--- src/sabi_regs.vh ---
// sabi_regs.vh - constants of the converter bus interface: setup word fields,
// reset values and sequencer cycle counts.
// assumes inclusion by bare name from the design files; definitions only.
`ifndef SABI_REGS_VH
`define SABI_REGS_VH

// ==========================================================================
// setup word fields
// ==========================================================================
`define SABI_MUX_LSB        0
`define SABI_MUX_MSB        4
`define SABI_UNSIGNED_BIT   5
`define SABI_RES8_BIT       6
`define SABI_LEFT_BIT       7
`define SABI_SETUP_RESET    8'h00

// ==========================================================================
// sequencer timing, in input clock cycles
// ==========================================================================
`define SABI_ACQ_CYCLES     5'h06
`define SABI_CONV_8         5'h10
`define SABI_CONV_8S        5'h12
`define SABI_CONV_10        5'h14
`define SABI_CONV_10S       5'h16

// ==========================================================================
// result widths in bits, sign included
// ==========================================================================
`define SABI_BITS_8         4'h8
`define SABI_BITS_8S        4'h9
`define SABI_BITS_10        4'hA
`define SABI_BITS_10S       4'hB

`endif

--- src/sabi_top.v ---
// sabi_top.v - digital control of the successive approximation converter
// behind an 8-bit parallel host port: setup latch, half-rate sequencer,
// approximation register, done line and two-byte result readout.
// assumes host strobes already synchronous to clk; analog side supplies the
// comparator decision and takes the trial word, channel bits and track line.
//
// Summary of operation
// - select and write low capture data byte
// - low five bits pick multiplexer channel
// - bit five picks unsigned or signed
// - bit six picks 8 or 10 bits
// - bit seven picks left or right justify
// - write strobe release sets start flag
// - acquire six clocks from half-rate falling edge
// - convert 16, 18, 20 or 22 clocks
// - done falls only on half-rate falling edge
// - start in rising phase waits longer
// - done low when result is ready
// - first read gives byte one, clears done
// - second read gives byte two
// - new start allowed before second read
// - select, write, read low restarts unchanged
// - host accesses need no clock phase
// - select held low works, strobes frame
// - start at first rise of write or select
// - drive data only during select and read
// - result reformatted before reaching data lines
// - unsigned negative input gives zero code
`timescale 1ns/100ps
`include "sabi_regs.vh"

module sabi_top (
    input  wire        clk,
    input  wire        rst,
    input  wire        cs_n,
    input  wire        wr_n,
    input  wire        rd_n,
    input  wire [7:0]  parallel_data_lines_in,
    output wire [7:0]  parallel_data_lines_out,
    output wire        parallel_data_lines_oe,
    output wire        done_n,
    output wire [4:0]  channel_select_bits,
    output wire        track_hold,
    output wire [10:0] dac_trial,
    input  wire        cmp_in
);

    // ======================================================================
    // states
    // ======================================================================
    localparam [3:0] S_IDLE = 4'b0001;
    localparam [3:0] S_WAIT = 4'b0010;
    localparam [3:0] S_ACQ  = 4'b0100;
    localparam [3:0] S_CONV = 4'b1000;

    // ======================================================================
    // declarations
    // ======================================================================
    reg  [3:0]  state_reg;
    reg  [3:0]  state_next;
    reg  [4:0]  cnt_reg;
    reg  [4:0]  cnt_next;
    reg  [3:0]  bit_reg;
    reg  [3:0]  bit_next;
    reg  [10:0] sar_reg;
    reg  [10:0] sar_next;
    reg  [10:0] result_reg;
    reg         half_reg;
    reg         start_reg;
    reg         done_n_reg;
    reg         byte_sel_reg;
    reg  [7:0]  data_out_reg;
    reg  [7:0]  setup_reg;
    reg  [7:0]  shadow_reg;
    reg         combined_reg;
    reg         wr_act_reg;
    reg         rd_act_reg;
    reg  [4:0]  conv_len;
    reg  [3:0]  nbits;
    wire        wr_act;
    wire        rd_act;
    wire        wr_end;
    wire        rd_begin;
    wire        rd_end;
    wire        half_fall;
    wire        conv_last;
    wire [7:0]  fmt_one;
    wire [7:0]  fmt_two;

    // ======================================================================
    // host port decode
    // ======================================================================
    // strobes framed by select; a select held low leaves the strobes alone
    assign wr_act   = ~cs_n & ~wr_n;
    assign rd_act   = ~cs_n & ~rd_n;
    // first of write or select to rise ends the write frame
    assign wr_end   = wr_act_reg & ~wr_act;
    assign rd_begin = rd_act & ~rd_act_reg;
    assign rd_end   = rd_act_reg & ~rd_act;

    // frame history; no phase relation to the sequencer is assumed
    always @(posedge clk or posedge rst) begin
        if (rst) begin
            wr_act_reg <= 1'b0;
            rd_act_reg <= 1'b0;
        end else begin
            wr_act_reg <= wr_act;
            rd_act_reg <= rd_act;
        end
    end

    // ======================================================================
    // setup latch
    // ======================================================================
    // byte is sampled while the strobe is low and committed at its release;
    // a read seen anywhere in the frame marks a restart with setup kept
    always @(posedge clk or posedge rst) begin
        if (rst) begin
            shadow_reg   <= `SABI_SETUP_RESET;
            combined_reg <= 1'b0;
            setup_reg    <= `SABI_SETUP_RESET;
        end else begin
            if (wr_act && !wr_act_reg) begin
                combined_reg <= ~rd_n;
            end else if (wr_act && !rd_n) begin
                combined_reg <= 1'b1;
            end
            if (wr_act && rd_n) begin
                shadow_reg <= parallel_data_lines_in;
            end
            if (wr_end && !combined_reg && rd_n) begin
                setup_reg <= shadow_reg;
            end
        end
    end

    assign channel_select_bits = setup_reg[`SABI_MUX_MSB:`SABI_MUX_LSB];

    // ======================================================================
    // resolution decode
    // ======================================================================
    // bit six high means 8 bits, bit five high means unsigned
    always @* begin
        case ({setup_reg[`SABI_RES8_BIT], setup_reg[`SABI_UNSIGNED_BIT]})
            2'b11: begin
                conv_len = `SABI_CONV_8;
                nbits    = `SABI_BITS_8;
            end
            2'b10: begin
                conv_len = `SABI_CONV_8S;
                nbits    = `SABI_BITS_8S;
            end
            2'b01: begin
                conv_len = `SABI_CONV_10;
                nbits    = `SABI_BITS_10;
            end
            default: begin
                conv_len = `SABI_CONV_10S;
                nbits    = `SABI_BITS_10S;
            end
        endcase
    end

    // ======================================================================
    // half-rate clock and start flag
    // ======================================================================
    // the half-rate clock is a free toggle; its falling edge is the edge
    // on which half_reg goes from one to zero
    assign half_fall = half_reg;

    always @(posedge clk or posedge rst) begin
        if (rst) begin
            half_reg <= 1'b0;
        end else begin
            half_reg <= ~half_reg;
        end
    end

    // flag stays set until the sequencer takes it; a new start set in the
    // same cycle as the take wins, so no request is lost
    always @(posedge clk or posedge rst) begin
        if (rst) begin
            start_reg <= 1'b0;
        end else if (wr_end) begin
            start_reg <= 1'b1;
        end else if (state_reg == S_WAIT && half_fall) begin
            start_reg <= 1'b0;
        end
    end

    // ======================================================================
    // sequencer
    // ======================================================================
    assign conv_last = (cnt_reg == conv_len - 5'h01);

    // one decision per half-rate period, taken in its second clock; a
    // comparator that never passes leaves an all-zero word, which is how a
    // reversed input reads in unsigned mode
    always @* begin
        state_next = state_reg;
        cnt_next   = cnt_reg;
        bit_next   = bit_reg;
        sar_next   = sar_reg;
        case (state_reg)
            S_IDLE: begin
                if (start_reg) begin
                    state_next = S_WAIT;
                end
            end
            S_WAIT: begin
                // a flag met in the rising phase sits out the extra phase
                if (half_fall && start_reg) begin
                    state_next = S_ACQ;
                    cnt_next   = 5'h00;
                end
            end
            S_ACQ: begin
                cnt_next = cnt_reg + 5'h01;
                if (cnt_reg == `SABI_ACQ_CYCLES - 5'h01) begin
                    state_next = S_CONV;
                    cnt_next   = 5'h00;
                    bit_next   = nbits - 4'h1;
                    sar_next   = 11'h000;
                    sar_next[nbits - 4'h1] = 1'b1;
                end
            end
            S_CONV: begin
                cnt_next = cnt_reg + 5'h01;
                if (cnt_reg[0]) begin
                    sar_next[bit_reg] = cmp_in;
                    if (bit_reg != 4'h0) begin
                        sar_next[bit_reg - 4'h1] = 1'b1;
                        bit_next = bit_reg - 4'h1;
                    end
                end
                if (conv_last) begin
                    state_next = S_IDLE;
                end
            end
            default: begin
                state_next = S_IDLE;
            end
        endcase
        // a start during a conversion abandons it and begins again
        if (wr_end && state_reg != S_IDLE && state_reg != S_WAIT) begin
            state_next = S_WAIT;
        end
    end

    // sequencer registers
    always @(posedge clk or posedge rst) begin
        if (rst) begin
            state_reg <= S_IDLE;
            cnt_reg   <= 5'h00;
            bit_reg   <= 4'h0;
            sar_reg   <= 11'h000;
        end else begin
            state_reg <= state_next;
            cnt_reg   <= cnt_next;
            bit_reg   <= bit_next;
            sar_reg   <= sar_next;
        end
    end

    assign track_hold = (state_reg == S_ACQ);
    assign dac_trial  = sar_reg;

    // ======================================================================
    // result, done line and byte pointer
    // ======================================================================
    // the conversion ends on a half-rate falling edge since acquisition and
    // every conversion length are even; end of conversion wins over a read
    always @(posedge clk or posedge rst) begin
        if (rst) begin
            result_reg   <= 11'h000;
            done_n_reg   <= 1'b1;
            byte_sel_reg <= 1'b0;
        end else if (state_reg == S_CONV && conv_last && !wr_end) begin
            result_reg   <= sar_next;
            done_n_reg   <= 1'b0;
            byte_sel_reg <= 1'b0;
        end else begin
            if (rd_begin) begin
                done_n_reg <= 1'b1;
            end
            if (rd_end && !wr_act_reg) begin
                byte_sel_reg <= ~byte_sel_reg;
            end
        end
    end

    assign done_n = done_n_reg;

    // ======================================================================
    // output decoder and data lines
    // ======================================================================
    sabi_fmt u_fmt (
        .code          (result_reg),
        .res8          (setup_reg[`SABI_RES8_BIT]),
        .unsigned_mode (setup_reg[`SABI_UNSIGNED_BIT]),
        .left_just     (setup_reg[`SABI_LEFT_BIT]),
        .byte_one      (fmt_one),
        .byte_two      (fmt_two)
    );

    // registered, so data is valid one clock after the read frame opens
    always @(posedge clk or posedge rst) begin
        if (rst) begin
            data_out_reg <= 8'h00;
        end else begin
            data_out_reg <= byte_sel_reg ? fmt_two : fmt_one;
        end
    end

    assign parallel_data_lines_out = data_out_reg;
    assign parallel_data_lines_oe  = rd_act;

endmodule // sabi_top

--- src/sabi_fmt.v ---
// sabi_fmt.v - output decoder: turns the final approximation word into the
// two result bytes for the programmed resolution, signedness and justification.
// assumes the code arrives right aligned, offset binary in signed mode.
`timescale 1ns/100ps
`include "sabi_regs.vh"

module sabi_fmt (
    input  wire [10:0] code,
    input  wire        res8,
    input  wire        unsigned_mode,
    input  wire        left_just,
    output reg  [7:0]  byte_one,
    output reg  [7:0]  byte_two
);

    // ======================================================================
    // width of the code and conversion to two's complement
    // ======================================================================
    reg [10:0] val;
    reg [15:0] word;
    reg        sx;

    // signed codes come out of the search as offset binary; flipping the
    // top bit gives two's complement without an adder
    always @* begin
        val  = code;
        sx   = 1'b0;
        word = 16'h0000;
        case ({res8, unsigned_mode})
            2'b11: begin
                word = left_just ? {code[7:0], 8'h00} : {8'h00, code[7:0]};
            end
            2'b10: begin
                val[8] = ~code[8];
                sx     = val[8];
                word   = left_just ? {val[8:0], 7'h00} : {{7{sx}}, val[8:0]};
            end
            2'b01: begin
                word = left_just ? {code[9:0], 6'h00} : {6'h00, code[9:0]};
            end
            default: begin
                val[10] = ~code[10];
                sx      = val[10];
                word    = left_just ? {val[10:0], 5'h00} : {{5{sx}}, val[10:0]};
            end
        endcase
        byte_one = word[15:8];
        byte_two = word[7:0];
    end

endmodule // sabi_fmt

--- config.mk ---
export PLATFORM = sky130hd
export DESIGN_NAME = sabi_top
export DESIGN_NICKNAME = d
export VERILOG_FILES = /design/src/sabi_top.v /design/src/sabi_fmt.v
export VERILOG_INCLUDE_DIRS = /design/src /design/src/src
export SDC_FILE = /design/constraint.sdc
export NUM_CORES = 1
export LEC_CHECK = 0
export ABC_AREA = 0
export BUFFER_PORTS_ARGS = -buffer_cell sky130_fd_sc_hd__buf_2
export CAP_MARGIN = 10
export CORE_MARGIN = 2
export CORE_UTILIZATION = 55
export CTS_CLUSTER_DIAMETER = 80
export DETAILED_ROUTE_END_ITERATION = 10
export PLACE_DENSITY = 0.75
export SYNTH_ARGS = -nofsm -noshare
export SYNTH_HDL_FRONTEND = slang
export SYNTH_SLANG_ARGS = --single-unit
--- constraint.sdc ---
create_clock -name clk -period 3.82 [get_ports clk]
set_input_delay 0.191 -clock clk [delete_from_list [all_inputs] [get_ports clk]]
set_output_delay 0.191 -clock clk [all_outputs]
set_load 0.03 [all_outputs]
==> results.sh <==
export IMPL_setup_slack_ps=1280
export IMPL_clock_sink_count=66
export IMPL_num_fill_cells=590
export IMPL_syn_nets=427
export IMPL_tns_ps=0
export IMPL_startpoint_type="flop"
export IMPL_worst_slew_pin_slew_ps=776
export IMPL_cts_buffers=9
export IMPL_synth_cells=398
export IMPL_drive_gt1_frac=0.225
export IMPL_yosys_warnings=0
export IMPL_initial_core_util=0.572
export IMPL_status="completed"
export IMPL_htree_num_levels=3
export IMPL_dp_hpwl_um=6710
export IMPL_ys_seq_elements=66
export IMPL_tritoncts="done"
export IMPL_power_density_mw_per_mm2=615
export IMPL_areaGrowthSynthToFinish_pct=11.2
export IMPL_insertion_delay_ps=350
export IMPL_synth_top_area_cell="dfrtp_1"
export IMPL_p_leak_nw=1.94
export IMPL_avgSynthCellArea_um2=9.87
export IMPL_routed_wl_um=9370
export IMPL_grt_max_degree=37
export IMPL_diodes=0
export IMPL_cts_root_buffer="clkbuf_8"
export IMPL_drv_slew=0
export IMPL_gp_congestion=0.888
export IMPL_drcViolationCount=0
export IMPL_path_clk_slew_ps=80
export IMPL_power_frac_comb=0.415
export IMPL_die_h_um=88.5
export IMPL_switchingPower_w=0.00118
export IMPL_maxCapViolCount=0
export IMPL_rsz0062_at_grt="no"
export IMPL_pwr_share_clk=0.198
export IMPL_vdd_ir_drop_max_uv=295
export IMPL_nNetsFinal=460
export IMPL_p_int_w=0.00151
export IMPL_worstPathArrival_ps=2780
export IMPL_final_common_cell="dfrtp_1"
export IMPL_vias=3373
export IMPL_io_pins=41
export IMPL_path_delay_family="compound AO/OA/AOI/OAI gates"
export IMPL_synth_ff_type="dfrtp_1"
export IMPL_final_antenna_net_count=0
export IMPL_fmax_ghz=0.393
export IMPL_post_drt_wl_per_cell_um=17.6
export IMPL_max_slew_margin=0.479
export IMPL_crit_slowest_cell="xnor2_1"
export IMPL_cts_max_path_buffers=2
export IMPL_core_area_mm2=0.00687
export IMPL_grt_total_usage=0.255
export IMPL_clock_skew_ps=10.7
export IMPL_crit_chain="inv_1 -> ha_1 -> nor2_2 -> xnor2_1 -> o21ai_1 -> a2111oi_1"
export IMPL_synthArstFlopShare=1.00
export IMPL_critPathMaxFanout=17
export IMPL_grt_overflow=0
export IMPL_antenna_found_initial=0
export IMPL_dieWidth_um=88.5
export IMPL_post_place_ws_ps=1310
export IMPL_grt_pass1_vias=3092
export IMPL_dieArea_mm2=0.00783
export IMPL_yosys_top_cells_area="dfrtp_1 (41%), mux2_2 (5.4%), ha_1 (4.8%)"
export IMPL_synth_cell_types=65
export IMPL_port_buffers=40
export IMPL_finalCriticalPeriod_ps=2540
export IMPL_hold_class="in -> reg"
export IMPL_drt_iter0_drc=339
export IMPL_synth_edf_count=0
export IMPL_synth_top_area_share=0.408
export IMPL_grt_pass1_wl_um=15400
export IMPL_cp_num_buf_inv=1
export IMPL_switching_share=0.437
export IMPL_crit_required_ps=4050
export IMPL_critical_path_max_stage_delay_ps=560
export IMPL_first_pass_iters=7
export IMPL_crit_type="reg -> reg"
export IMPL_rows=30
export IMPL_final_cell_mix="dfrtp_1 (64), buf_2 (40), nand2_1 (38), o21ai_0 (33), mux2_2 (19)"
export IMPL_fin_crit_sh=0.666
export IMPL_viasPerCell=6.34
export IMPL_setup_viol=0
export IMPL_synth_area_mm2=0.00393
export IMPL_p_seq_frac=0.387
export IMPL_cp_end_kind="flop"
export IMPL_yosysSeqAreaShare=0.421
export IMPL_finalHoldViolations=0
[logic make-up (layout without fill, tap and decap cells)]
kind of cell	Yosys count	count (layout)	synth area share
and+or+nand+nor	116	116	0.165
AOI/OAI and AO/OA	126	126	0.232
muxes	27	27	0.0748
DFF	66	66	0.421
buffers and inverters	41	79	0.0436
xor gates and xnor gates	7	7	0.0156
adders and majority gates	15	15	0.0478
[timing repair]
item	CTS	global route
hold endpoints to repair	22	0
resized for setup	0	0
setup buffers	0	0
hold buffers	1	0
[final timing paths]
kind / start / to / slack, ps / cells after the start
setup / recovery: setup_reg[6] / state_reg[3] / 1280 / 6
setup reg to reg: setup_reg[6] / state_reg[3] / 1280 / 6
hold / removal: wr_n / wr_act_reg / 50 / 2
min in group asynchronous: rst / setup_reg[7] / 510 / 3
hold reg to reg: shadow_reg[6] / setup_reg[6] / 490 / 2
max in group asynchronous: rst / state_reg[0] / 2400 / 4
[area by class of cell]
class / instances / area (µm²) / share of cell area
Inverter: 17 / 65.1 / 0.0149
Sequential cell: 66 / 1650 / 0.379
Clock inverter: 7 / 55.1 / 0.0126
Multi-Input combinational cell: 291 / 2100 / 0.481
Tap cell: 96 / 120 / 0.0275
Timing Repair Buffer: 46 / 248 / 0.0567
Clock buffer: 9 / 124 / 0.0284
[power by group through the flow]
| stage | combinational [W] | clock, W | sequential [W] |
|---|---|---|---|
| after floorplan | 0.000696 | 0 | 0.00118 |
| after CTS | 0.00111 | 0.000536 | 0.00104 |
| after global routing | 0.00123 | 0.000575 | 0.00107 |
| after detailed placement | 0.00111 | 0 | 0.00105 |
| final | 0.00112 | 0.000531 | 0.00104 |
| after global placement | 0.00109 | 0 | 0.00104 |
[worst reg2reg max path, stage by stage (launching register included)]
cell       delay (ps)
dfrtp_1           430
inv_1             160
ha_1              510
nor2_2            170
xnor2_1           560
o21ai_1           210
a2111oi_1         400
[synth_stat cells, types with 4 or more instances]
cell	instances
nand3_1	11
nor3_1	4
inv_1	16
a21oi_1	11
a211oi_1	4
mux2i_1	8
o211ai_1	7
clkbuf_1	16
mux2_2	19
nor2_1	18
or2_2	4
ha_1	15
a31oi_1	9
and2_1	6
o21a_1	4
a22o_1	5
o21ai_0	33
a222oi_1	8
o31ai_1	11
nor2b_1	4
nor3b_1	7
a221oi_1	4
nand2_1	38
o2bb2ai_1	5
xnor2_1	4
nand4b_1	7
dfrtp_1	64
buf_2	6
[routing by layer]
metal | GRT usage | share of wire | up-vias
li1 | - | - | 1559
met1 | 0.357 | 0.45 | 1641
met2 | 0.389 | 0.46 | 148
met3 | 0.0560 | 0.062 | 25
met4 | 0.0992 | 0.026 | 0
met5 | 0 | 0 | -
[through the flow]
| step | hold slack [ps] | cells | power (W) | utilization | cell area [µm²] |
|---|---|---|---|---|---|
| after global routing | 50.2 | 532 | 0.00287 | 0.636 | 4370 |
| after detailed placement | 362 | 515 | 0.00216 | 0.609 | 4180 |
| final | 51.7 | 532 | 0.00269 | 0.636 | 4370 |
| after global placement | 342 | 515 | 0.00213 | 0.609 | 4180 |
| after CTS | 49.3 | 532 | 0.00269 | 0.636 | 4370 |
| after floorplan | 259 | 398 | 0.00187 | - | 3930 |
No activity file was read; power rests on OpenSTA's default activity.
